$ cat config.mk
export PLATFORM = sky130hd
export DESIGN_NAME = rwsc_top
export DESIGN_NICKNAME = d
export VERILOG_FILES = /design/src/rwsc_top.v /design/src/rwsc_sync.v
export VERILOG_INCLUDE_DIRS = /design/src
export SDC_FILE = /design/constraint.sdc
export NUM_CORES = 1
export LEC_CHECK = 0
export BUFFER_PORTS_ARGS = -buffer_cell sky130_fd_sc_hd__buf_4
export CAP_MARGIN = 5
export CORE_MARGIN = 1.5
export CORE_UTILIZATION = 30
export CTS_BUF_LIST = sky130_fd_sc_hd__clkbuf_4
export DETAILED_ROUTE_END_ITERATION = 6
export GPL_ROUTABILITY_DRIVEN = 0
export PLACE_DENSITY_LB_ADDON = 0.08
export SETUP_SLACK_MARGIN = 0.05
export SYNTH_ARGS = -nofsm -noshare
export SYNTH_HDL_FRONTEND = slang
export SYNTH_HIERARCHICAL = 1
export SYNTH_SLANG_ARGS = --single-unit
$ cat constraint.sdc
create_clock -name ref_clk -period 2.18 [get_ports ref_clk]
set_input_delay 0.436 -clock ref_clk [delete_from_list [all_inputs] [get_ports ref_clk]]
set_output_delay 0.436 -clock ref_clk [all_outputs]
set_load 0.01 [all_outputs]
$ cat src/rwsc_consts.vh
// constants for the reset, wake and strap control block
`ifndef RWSC_CONSTS_VH
`define RWSC_CONSTS_VH

// clock and timing
`define RWSC_REF_CLK_MHZ 100
`define RWSC_OSC_MHZ 25
`define RWSC_TICK_DIV (`RWSC_REF_CLK_MHZ / `RWSC_OSC_MHZ)
`define RWSC_POR_US 10
`define RWSC_POR_TICKS (`RWSC_POR_US * `RWSC_OSC_MHZ)

// register offsets (byte addresses)
`define RWSC_OFF_CTRL 8'h00
`define RWSC_OFF_STATUS 8'h04
`define RWSC_OFF_MASK 8'h08
`define RWSC_OFF_STATE 8'h0c
`define RWSC_OFF_BYTE_TEST 8'h10

// control register fields
`define RWSC_CTRL_WAKE_EN 0
`define RWSC_CTRL_WAKE_POL 1
`define RWSC_CTRL_WAKE_OD 2
`define RWSC_CTRL_SLEEP 3
`define RWSC_CTRL_RST 4'h0

// status and mask fields
`define RWSC_ST_WAKE_EVT 0
`define RWSC_ST_HOST_WAKE 1
`define RWSC_ST_WIDTH 2
`define RWSC_MASK_RST 2'h0

// state register fields
`define RWSC_SS_SLEEP 0
`define RWSC_SS_LOCKED 1
`define RWSC_SS_XOVER 2
`define RWSC_SS_SPEED_STRAP 3
`define RWSC_SS_SPEED_100 4
`define RWSC_SS_FULL_DUPLEX 5
`define RWSC_SS_AUTONEG 6

// default link duplex setting, the same whatever the latched speed strap
`define RWSC_DUPLEX_DEFAULT 1'b0

`endif

$ cat src/rwsc_top.v
// reset, power-on reset, write lock, wake indicator and strap control
`timescale 1ns/100ps
`include "rwsc_consts.vh"
module rwsc_top #(
    parameter [31:0] BYTE_TEST_VAL = 32'h0a5a_5a0a, // arbitrary test pattern
    parameter POR_TICKS = `RWSC_POR_TICKS
) (
    input wire ref_clk,
    input wire rst_n,
    input wire hw_reset_pin_low,
    input wire chip_select_low,
    input wire write_strobe_low,
    input wire crossover_auto_strap,
    input wire speed_sel_strap,
    input wire ref_osc_in,
    input wire wake_event_in,
    input wire [7:0] reg_addr,
    input wire [31:0] reg_wdata,
    input wire reg_wr,
    input wire reg_rd,
    output reg [31:0] reg_rdata,
    output reg irq_out,
    output reg wake_indicator_out,
    output reg wake_indicator_oe,
    output reg ref_osc_out,
    output reg crossover_en,
    output reg link_speed_100,
    output reg link_full_duplex,
    output reg link_autoneg_en,
    output reg power_save,
    output reg sys_reset_out
);
    localparam NSYNC = 6;
    localparam POR_LAST = POR_TICKS - 1;

    // synchronised pin levels
    wire [NSYNC-1:0] pin_raw;
    wire [NSYNC-1:0] pin_sync;
    wire hw_rst_low_s;
    wire cs_low_s;
    wire wr_low_s;
    wire xover_s;
    wire speed_s;
    wire osc_s;

    assign pin_raw = {ref_osc_in, speed_sel_strap, crossover_auto_strap,
                      write_strobe_low, chip_select_low, hw_reset_pin_low};
    assign hw_rst_low_s = pin_sync[0];
    assign cs_low_s = pin_sync[1];
    assign wr_low_s = pin_sync[2];
    assign xover_s = pin_sync[3];
    assign speed_s = pin_sync[4];
    assign osc_s = pin_sync[5];

    // one synchroniser per pin; reset value 1 keeps pulled-up pins inactive
    genvar gi;
    generate
        for (gi = 0; gi < NSYNC; gi = gi + 1) begin : g_sync
            rwsc_sync #(
                .RST_VAL(1'b1)
            ) u_sync (
                .ref_clk(ref_clk),
                .rst_n(rst_n),
                .pin_in(pin_raw[gi]),
                .level_q(pin_sync[gi])
            );
        end
    endgenerate

    // 25 MHz timing tick from the fast clock
    reg [1:0] div_q;
    reg tick_q;
    always @(posedge ref_clk or negedge rst_n) begin
        if (!rst_n) begin
            div_q <= 2'h0;
            tick_q <= 1'b0;
        end else begin
            tick_q <= (div_q == `RWSC_TICK_DIV - 1);
            if (div_q == `RWSC_TICK_DIV - 1) begin
                div_q <= 2'h0;
            end else begin
                div_q <= div_q + 2'h1;
            end
        end
    end

    // internal power-on reset: holds the block until the count expires
    reg [8:0] por_cnt_q;
    reg por_busy_q;
    always @(posedge ref_clk or negedge rst_n) begin
        if (!rst_n) begin
            por_cnt_q <= 9'h000;
            por_busy_q <= 1'b1;
        end else if (por_busy_q && tick_q) begin
            if (por_cnt_q == POR_LAST) begin
                por_busy_q <= 1'b0;
            end else begin
                por_cnt_q <= por_cnt_q + 9'h001;
            end
        end
    end

    // combined internal reset: power-on or reset pin held low
    wire sys_rst;
    reg sys_rst_q;
    assign sys_rst = por_busy_q | ~hw_rst_low_s;
    always @(posedge ref_clk or negedge rst_n) begin
        if (!rst_n) begin
            sys_rst_q <= 1'b1;
        end else begin
            sys_rst_q <= sys_rst;
        end
    end
    wire rst_release;
    assign rst_release = sys_rst_q & ~sys_rst;

    // host write cycle on the pins: both strobes low, counted on the edge
    reg host_wr_q;
    always @(posedge ref_clk or negedge rst_n) begin
        if (!rst_n) begin
            host_wr_q <= 1'b0;
        end else begin
            host_wr_q <= ~cs_low_s & ~wr_low_s;
        end
    end
    wire host_wr_start;
    assign host_wr_start = ~cs_low_s & ~wr_low_s & ~host_wr_q;

    // control, status, mask, power save and write lock
    reg [3:0] ctrl_q;
    reg [3:0] ctrl_d;
    reg [`RWSC_ST_WIDTH-1:0] stat_q;
    reg [`RWSC_ST_WIDTH-1:0] stat_d;
    reg [`RWSC_ST_WIDTH-1:0] mask_q;
    reg [`RWSC_ST_WIDTH-1:0] mask_d;
    reg sleep_q;
    reg sleep_d;
    reg locked_q;
    reg locked_d;
    reg speed_latch_q;
    wire wake_exit;
    wire wr_ok;

    // any host write wakes the device, whatever the address or data
    assign wake_exit = sleep_q & (host_wr_start | reg_wr);
    // writes take effect only when awake and unlocked
    assign wr_ok = reg_wr & ~sleep_q & ~locked_q;

    // next-state logic for the software-visible state
    always @* begin
        ctrl_d = ctrl_q;
        mask_d = mask_q;
        stat_d = stat_q;
        sleep_d = sleep_q;
        locked_d = locked_q;
        if (wr_ok && reg_addr == `RWSC_OFF_CTRL) begin
            ctrl_d = reg_wdata[3:0];
        end
        if (wr_ok && reg_addr == `RWSC_OFF_MASK) begin
            mask_d = reg_wdata[`RWSC_ST_WIDTH-1:0];
        end
        if (wr_ok && reg_addr == `RWSC_OFF_STATUS) begin
            stat_d = stat_q & ~reg_wdata[`RWSC_ST_WIDTH-1:0];
        end
        // events set after the clear so a same-cycle event wins
        if (wake_event_in && sleep_q) begin
            stat_d[`RWSC_ST_WAKE_EVT] = 1'b1;
        end
        if (wake_exit) begin
            stat_d[`RWSC_ST_HOST_WAKE] = 1'b1;
        end
        // sleep request bit enters power save; wake event alone never exits
        if (wr_ok && reg_addr == `RWSC_OFF_CTRL && reg_wdata[`RWSC_CTRL_SLEEP]) begin
            sleep_d = 1'b1;
        end
        if (wake_exit) begin
            sleep_d = 1'b0;
        end
        ctrl_d[`RWSC_CTRL_SLEEP] = sleep_d;
        // lock: a completed read clears it, a wake exit sets it again
        if (reg_rd) begin
            locked_d = 1'b0;
        end
        if (wake_exit) begin
            locked_d = 1'b1;
        end
    end

    // state registers, returned to reset values by the internal reset
    always @(posedge ref_clk or negedge rst_n) begin
        if (!rst_n) begin
            ctrl_q <= `RWSC_CTRL_RST;
            stat_q <= `RWSC_MASK_RST;
            mask_q <= `RWSC_MASK_RST;
            sleep_q <= 1'b0;
            locked_q <= 1'b1;
        end else if (sys_rst) begin
            ctrl_q <= `RWSC_CTRL_RST;
            stat_q <= `RWSC_MASK_RST;
            mask_q <= `RWSC_MASK_RST;
            sleep_q <= 1'b0;
            locked_q <= 1'b1;
        end else begin
            ctrl_q <= ctrl_d;
            stat_q <= stat_d;
            mask_q <= mask_d;
            sleep_q <= sleep_d;
            locked_q <= locked_d;
        end
    end

    // speed strap captured on the cycle the internal reset releases
    always @(posedge ref_clk or negedge rst_n) begin
        if (!rst_n) begin
            speed_latch_q <= 1'b0;
        end else if (rst_release) begin
            speed_latch_q <= speed_s;
        end
    end

    // wake indicator level, polarity and drive type
    wire wake_active;
    wire wake_level;
    wire wake_od;
    assign wake_active = ctrl_q[`RWSC_CTRL_WAKE_EN] & stat_q[`RWSC_ST_WAKE_EVT];
    assign wake_level = wake_active ~^ ctrl_q[`RWSC_CTRL_WAKE_POL];
    assign wake_od = ctrl_q[`RWSC_CTRL_WAKE_OD];

    // read mux
    reg [31:0] rdata_d;
    always @* begin
        rdata_d = 32'h0000_0000;
        case (reg_addr)
            `RWSC_OFF_CTRL: begin
                rdata_d[3:0] = ctrl_q;
            end
            `RWSC_OFF_STATUS: begin
                rdata_d[`RWSC_ST_WIDTH-1:0] = stat_q;
            end
            `RWSC_OFF_MASK: begin
                rdata_d[`RWSC_ST_WIDTH-1:0] = mask_q;
            end
            `RWSC_OFF_STATE: begin
                rdata_d[`RWSC_SS_SLEEP] = sleep_q;
                rdata_d[`RWSC_SS_LOCKED] = locked_q;
                rdata_d[`RWSC_SS_XOVER] = crossover_en;
                rdata_d[`RWSC_SS_SPEED_STRAP] = speed_latch_q;
                rdata_d[`RWSC_SS_SPEED_100] = link_speed_100;
                rdata_d[`RWSC_SS_FULL_DUPLEX] = link_full_duplex;
                rdata_d[`RWSC_SS_AUTONEG] = link_autoneg_en;
            end
            `RWSC_OFF_BYTE_TEST: begin
                rdata_d = BYTE_TEST_VAL;
            end
            default: begin
                rdata_d = 32'h0000_0000;
            end
        endcase
    end

    // registered outputs
    always @(posedge ref_clk or negedge rst_n) begin
        if (!rst_n) begin
            reg_rdata <= 32'h0000_0000;
            irq_out <= 1'b0;
            wake_indicator_out <= 1'b0;
            wake_indicator_oe <= 1'b0;
            ref_osc_out <= 1'b0;
            crossover_en <= 1'b0;
            link_speed_100 <= 1'b0;
            link_full_duplex <= 1'b0;
            link_autoneg_en <= 1'b0;
            power_save <= 1'b0;
            sys_reset_out <= 1'b1;
        end else begin
            if (reg_rd) begin
                reg_rdata <= rdata_d;
            end else begin
                reg_rdata <= 32'h0000_0000;
            end
            irq_out <= |(stat_q & mask_q);
            // open drain drives only a low level; push-pull always drives
            if (wake_od) begin
                wake_indicator_out <= 1'b0;
                wake_indicator_oe <= ~wake_level;
            end else begin
                wake_indicator_out <= wake_level;
                wake_indicator_oe <= 1'b1;
            end
            ref_osc_out <= ~osc_s;
            crossover_en <= xover_s;
            link_speed_100 <= speed_latch_q;
            link_full_duplex <= `RWSC_DUPLEX_DEFAULT;
            link_autoneg_en <= speed_latch_q;
            power_save <= sleep_q;
            sys_reset_out <= sys_rst;
        end
    end
endmodule

$ cat src/rwsc_sync.v
// three-stage input synchroniser with agreement filter
`timescale 1ns/100ps
module rwsc_sync #(
    parameter RST_VAL = 1'b0
) (
    input wire ref_clk,
    input wire rst_n,
    input wire pin_in,
    output reg level_q
);
    reg s1_q;
    reg s2_q;
    reg s3_q;

    // first stage feeds only the second; output follows once stages 2 and 3 agree
    always @(posedge ref_clk or negedge rst_n) begin
        if (!rst_n) begin
            s1_q <= RST_VAL;
            s2_q <= RST_VAL;
            s3_q <= RST_VAL;
            level_q <= RST_VAL;
        end else begin
            s1_q <= pin_in;
            s2_q <= s1_q;
            s3_q <= s2_q;
            if (s2_q == s3_q) begin
                level_q <= s3_q;
            end
        end
    end
endmodule

==> impl_results.md, run 1 <==
- Power Dens Cells: 717 nW/um^2
- # placed instances: 342
- Slew Viols, Final: 0
- PortBufs: 47
- Layout Nets: 302
- Post-layout util: 0.367
- Initial Util: 0.311
- WP data arrival: 2060 ps
- GR Layer Usage met3: 0.0470
- Setup violators final: 0
- CP max-delay cell: or4_1
- CP Max Fanout: 4
- Horiz. Die Dim: 95.5 um
- Placeable Area: 8260 um^2
- Syn-to-layout area delta: 18.1%
- Cell breakdown of the critical path: or4b_1 > or4_1 > mux2i_1
- Clk slew on worst S/H paths: 100 ps
- Clock Skews: 9.40 ps
- Mapped Avg Cell Area: 12.5 um^2
- CTS Buf Count: 9
- Setup ws final: 391 ps
- Avg WL per Cell: 12.3 um
- PostCTS Resize Cnt: 0
- Number of diodes: 0
- Synthesized cell area: 2570 um^2
- Crit end category: flip-flop
- Peak Freq: 559 MHz
- Critical Path Start Type: flip-flop
- Post-DRT Antenna Nets: 0
- Initial drt markers: 79
- Root Buffer: clkbuf_4
- Clock net sink count: 62
- Fill cells: 840
- Layout cells sized above 1: 0.407
- Setup TNS: 0 ps
- Clock tree buffer depth: 2
- Largest net degree at the start of global routing: 63
- Worst path required time: 2450 ps
- Leak: 1.38 nW
- Final Hold Fails: 0
- Total Die Area: 9120 um^2
- M2 GR Usage: 0.154
- Critical path class: flip-flop to flip-flop
- GRT Total Usage: 0.109
- Dpl cell area: 2900 um^2
- Synth cell types: 40
- Post-CTS setup buffer count: 0
- Yosys Warn Count: 6
- Final Instance Area: 3030 um^2
- Minimum hold slack: 97.8 ps
- Critical Path Max Stage Delay: 580 ps
- Io pins: 93
- Met1 Usage GRT: 0.136
- Later-pin clock latency in the skew report: 400 ps
- Final min period: 1790 ps
- H-tree Lvls: 3
- Synthesized flop and latch total: 62
- First-pass GRT wire length: 7130 um
- CTS tree: yes
- VDD IR-drop max: 0.325 mV
- Post-Route WL: 4420 um
- GR Overflow Total: 0
- Via-to-Cell Ratio: 4.31
- Total Power: 2.18 mW
- Run status: completed
- Sequential-to-total area share from yosys stat: 0.617
- RSZ-0062 raised after global routing: no
- Initial antenna violation count: 0
- Post-DP HPWL: 2980 um
- WP buf/inv: 0
- # DRC: 0
- Leading area contributor after synthesis: dfrtp_1
- DR pass1 iterations: 4
- Top cell type's share of synthesized area: 0.341
- Period utilization: 0.821
- Post-Layout Cell Count: 358
- Cell family with most CP delay: simple AND/OR/NAND/NOR gates
- Rel. slew slack: 0.489
- Largest cells by area after synthesis: dfrtp_1, dfstp_2, buf_4
- Dpl ws: 96.8 ps
- Max cap viols: 0
- HP Class: primary input to async pin
- Via count: 1542
- Worst-Margin Slew: 767 ps
- Hold-fix buffers, CTS: 0
- Cells after synthesis: 205
- Busiest grt layer: met2
- Number of global-route vias before repair: 1435
- Rows: 33
- Die Ht: 95.5 um
[final cells by class]
| class | count | area, um^2 | share of cell area |
|---|---|---|---|
| timing repair buffer | 50 | 375 | 0.124 |
| multi-input combinational | 121 | 793 | 0.262 |
| clock inverter | 5 | 50.0 | 0.0165 |
| tap | 105 | 131 | 0.0433 |
| clock buffer | 11 | 82.6 | 0.0272 |
| sequential | 62 | 1590 | 0.523 |
| inverter | 4 | 15.0 | 0.00495 |
[cells in the final DEF (no fill, tap or decap), types with 6 or more instances in the layout]
master,Yosys,final
dfrtp_1,35,35
dfstp_2,27,27
buf_4,28,50
nor2_1,7,7
clkbuf_4,0,11
nand3_1,6,6
maj3_2,6,6
nand2_1,18,18
conb_1,1,17
mux2i_1,6,6
[layer usage]
layer	up-vias	share of wire
li1	749	-
met1	733	0.47
met2	51	0.44
met3	9	0.060
met4	0	0.026
met5	-	0
[power breakdown]
group | internal [mW] | switching [mW]
Sequential | 1.22 | 0.0308
Combinational | 0.0768 | 0.0876
Clock | 0.367 | 0.390
Total | 1.67 | 0.509
[cell families (layout without fill, tap and decap cells)]
logic type / count (synthesis) / count (layout) / share of synthesized area
AO/OA/AOI/OAI: 14 / 14 / 0.0356
XOR/XNOR: 8 / 8 / 0.0273
buffers and inverters: 38 / 70 / 0.0970
flip-flops: 62 / 62 / 0.617
adder cells (fa/ha/maj): 9 / 9 / 0.0409
multiplexers: 9 / 9 / 0.0409
other: 1 / 17 / 0.00146
AND/OR/NAND/NOR: 64 / 64 / 0.139
[state kept, by name, summed over array words and instances, names as in the netlist, 2 cells and up]
register               cells
g_sync.u_sync/s3_q         6
ctrl_q                     4
g_sync.u_sync/level_q      6
g_sync.u_sync/s2_q         6
por_cnt_q                  9
reg_rdata                  6
stat_q                     2
mask_q                     2
div_q                      2
g_sync.u_sync/s1_q         6
[worst paths after layout]
check / depth (start not counted) / to / slack (ps) / startpoint
max reg2reg: 3 / ctrl_q[1] / 390 / ctrl_q[3]
max: 3 / ctrl_q[1] / 390 / ctrl_q[3]
min in group ref_clk: 1 / g_sync[1].u_sync/s1_q / 140 / chip_select_low
max in group asynchronous: 1 / stat_q[1] / 1570 / rst_n
min: 1 / ref_osc_out / 100 / rst_n
min reg2reg: 0 / g_sync[5].u_sync/s2_q / 360 / g_sync[5].u_sync/s1_q
[Yosys cell counts, drive strengths merged]
cell type and count:
dfrtp 35, buf 28, dfstp 27, nand2 18, nor2 7, clkbuf 6
maj3 6, mux2i 6, nand3 6, a21oi 5, nand4 5, and4 4
inv 4, nor3 4, xnor2 4, xor2 4, ha 3, nand2b 3
o21ai 3, a311oi 2, mux2 2, nor2b 2, nor3b 2, nor4 2
or2 2, or4 2, or4b 2, a211o 1, a21boi 1, a22o 1
a41oi 1, and3 1, conb 1, mux4 1, nand3b 1, nand4b 1
nor4b 1, nor4bb 1
Power figures use the tool's default switching activity.
==> run 2: changes to the inputs <==
--- a/config.mk
+++ b/config.mk
@@ -6,6 +6,7 @@
 export SDC_FILE = /design/constraint.sdc
 export NUM_CORES = 1
 export LEC_CHECK = 0
+export ABC_AREA = 1
 export BUFFER_PORTS_ARGS = -buffer_cell sky130_fd_sc_hd__buf_4
 export CAP_MARGIN = 5
 export CORE_MARGIN = 1.5
==> constraint.sdc (replaced) <==
create_clock -name ref_clk -period 1.45 [get_ports ref_clk]
set_input_delay 0.29 -clock ref_clk [delete_from_list [all_inputs] [get_ports ref_clk]]
set_output_delay 0.29 -clock ref_clk [all_outputs]
set_load 0.01 [all_outputs]
==> run 2 against run 1 <==
  * Area after synthesis up 6.5%
  * Sequential share of layout area is 5.2 points lower
  * Total power is 55% higher
  * Clock-buffer cell count unchanged
  * Die area is 6.3% higher
  * Clock skew is 1.8 ps higher
  * Routed wire length grew 16%
  * Flip-flop and latch count unchanged
  * Worst hold slack worse by 30 ps
  * Sequential power up 51%
==> impl_results.md, run 2 <==
- Run status: completed
- Die Ht: 98.5 um (+3.1%)
- Number of global-route vias before repair: 1801 (+26%)
- Max cap viols: 0 (unchanged)
- Synthesized cell area: 2740 um^2 (+6.5%)
- Critical path class: flip-flop to flip-flop
- Post-DRT Antenna Nets: 0 (unchanged)
- WP data arrival: 1680 ps (-380 ps)
- Post-layout util: 0.385 (+0.0178)
- Minimum hold slack: 67.8 ps (-30.0 ps)
- Root Buffer: clkbuf_4
- Io pins: 93 (unchanged)
- Initial drt markers: 58 (-27%)
- Setup violators final: 0 (unchanged)
- Layout Nets: 408 (+35%)
- Critical Path Max Stage Delay: 430 ps (-150 ps)
- Most frequent cell after synthesis: nand2_1
- Adder and majority gate portion of the synthesized area: 0.0137 (-0.0272)
- Commonest non-fill, non-tap cell in the layout: nand2_1
- Period utilization: 0.951 (+0.130)
- Async set-reset flop share out of synthesis: 1.00 (unchanged)
- Total Die Area: 9700 um^2 (+6.3%)
- GRT Total Usage: 0.113 (+0.00444)
- Largest family of logic cells by synthesized area: simple AND/OR/NAND/NOR gates
- Clock Skews: 11.2 ps (+1.84 ps)
- Sequential-to-total area share from yosys stat: 0.580 (-0.0378)
- Worst R2R End: por_cnt_q[2]
- Flip-flop count of the largest register after layout: 9 (unchanged)
- Slew Viols, Final: 0 (unchanged)
- Hold Startpoint: reg_rd
- Final Hold Fails: 0 (unchanged)
- Critical Path Sink: por_cnt_q[2]
- FF-to-FF path depth: 9 (+6)
- CP max-delay cell: dfrtp_1
- Later-pin clock latency in the skew report: 410 ps (about the same)
- Synthesized flop and latch total: 62 (unchanged)
- Clk slew on worst S/H paths: 100 ps (about the same)
- Cells after synthesis: 293 (+43%)
- Setup TNS: 0 ps (unchanged)
- Setup crit start: por_cnt_q[1]
- Post-synth EDFFs: 0 (unchanged)
- Largest net degree at the start of global routing: 63 (unchanged)
- Number of diodes: 0 (unchanged)
- GR Overflow Total: 0 (unchanged)
- Synth cell types: 31 (-23%)
- Initial antenna violation count: 0 (unchanged)
- # DRC: 0 (unchanged)
- Largest cells by area after synthesis: dfrtp_1, dfstp_2, nand2_1
- Rows: 34 (+3.0%)
- Horiz. Die Dim: 98.5 um (+3.1%)
- Placeable Area: 8760 um^2 (+6.1%)
- Post-synth top cells: nand2_1, dfrtp_1, inv_1
- Post-DP HPWL: 3510 um (+18%)
- First-pass GRT wire length: 8510 um (+19%)
- Most frequent cells in the layout: nand2_1, buf_4, dfrtp_1
- Syn-to-layout area delta: 23.4%
- Peak Freq: 725 MHz (+30%)
- Post-synthesis compound-gate area fraction: 0.0430 (+0.00743)
- Mux share of post-synthesis cell area: 0.00412 (-0.0368)
- Yosys Warn Count: 6 (unchanged)
- Worst path required time: 1750 ps (-700 ps)
- PortBufs: 47 (unchanged)
- R2R Setup Slk: 70 ps (-320 ps)
- XOR/XNOR Fraction of Synth Area: 0.00961 (-0.0177)
- Leading area contributor after synthesis: dfrtp_1
- Top cell type's share of synthesized area: 0.320 (-0.0209)
- DR pass1 iterations: 4 (unchanged)
- Initial Util: 0.312 (+0.00120)
- Final min period: 1380 ps (-410 ps)
- Worst R2R Start: por_cnt_q[1]
- Mapped Avg Cell Area: 9.33 um^2 (-25%)
- CTS Buf Count: 9 (unchanged)
- Layout cells sized above 1: 0.329 (-0.0784)
- CP Max Fanout: 8 (+4)
- Critical Path Start Type: flip-flop
- RSZ-0062 raised after global routing: yes
- Via-to-Cell Ratio: 4.19 (-2.7%)
- Total Power: 3.37 mW (+55%)
- Avg WL per Cell: 11.0 um (-11%)
- H-tree Lvls: 3 (unchanged)
- Top reg by flops: por_cnt_q
- CTS tree: yes
- Crit end category: flip-flop
- Most common cell type on the critical path: nand2_2
- Top_reg_cell synth: dfrtp_1
- Power Dens Cells: 998 nW/um^2 (+39%)
- Simple-gate portion of the synthesized area: 0.219 (+0.0793)
- Clock tree buffer depth: 2 (unchanged)
- Via count: 1957 (+27%)
- VDD IR-drop max: 0.492 mV (+51%)
- Cell breakdown of the critical path: inv_1 > ha_2 > nand2_2 > nor3_2 > nand2_2 > nand2_4 > inv_6 > nand3b_1 > nand2_1
- Leak: 1.67 nW (+21%)
- Post-Route WL: 5140 um (+16%)
- HP Class: primary input to flip-flop
- Clock net sink count: 62 (unchanged)
[run 2: critical path, delay by kind of cell, from the launching register on]
family | cells | cell delay, ps
DFF | 1 | 430
adders and majority gates | 1 | 160
buffers and inverters | 2 | 130
and+or+nand+nor | 6 | 550
[run 2: logic make-up after synthesis]
logic type / count (synthesis)
AND/OR/NAND/NOR: 136
buffers and inverters: 65
flip-flops: 62
AO/OA/AOI/OAI: 22
adder cells (fa/ha/maj): 3
XOR/XNOR: 3
other: 1
multiplexers: 1
[run 2: metal layers]
layer | vias to the layer above | global-route usage | wire (um)
li1 | 993 | - | -
met1 | 898 | 0.153 | 2460
met2 | 57 | 0.162 | 2300
met3 | 9 | 0.0326 | 292
met4 | 0 | 0.0650 | 95
met5 | - | 0 | 0
[run 2: worst min-delay path by stage]
stage,end,slack [ps],cells past startpoint
floorplan,crossover_en,-6,0
global placement,ref_osc_out,320,2
detailed placement,div_q[0],320,2
CTS,reg_rdata[3],50,3
global route,reg_rdata[3],50,3
finish,reg_rdata[3],70,3
[run 2: through the flow]
stage | instances | instance area (um^2) | worst slack (ps)
floorplan | 309 | 2800 | 167
global placement | 438 | 3100 | 39.6
detailed placement | 438 | 3100 | 12.2
CTS | 462 | 3320 | 41.8
global route | 467 | 3370 | -43.4
finish | 467 | 3370 | 71.0
[run 2: area by class of cell]
class                      instances  area, um^2
clock inverter                     5        51.3
fill                             919        5390
tap                              108         135
inverter                          36         140
multi-input combinational        183         878
timing repair buffer              62         499
sequential                        62        1590
clock buffer                      11        82.6
[run 2: power by group]
| group | total [mW] | internal [mW] | switching [mW] |
|---|---|---|---|
| Sequential | 1.89 | 1.84 | 0.0480 |
| Combinational | 0.300 | 0.141 | 0.159 |
| Clock | 1.18 | 0.554 | 0.623 |
| Total | 3.37 | 2.54 | 0.831 |
[run 2: repair_timing]
action	4_1_cts	5_1_grt
pin swaps	1	3
endpoints found under the setup margin	11	13
cloned	1	0
resized for setup	3	5
endpoints found under the hold margin	41	0
hold buffers	7	0
setup buffers	0	5
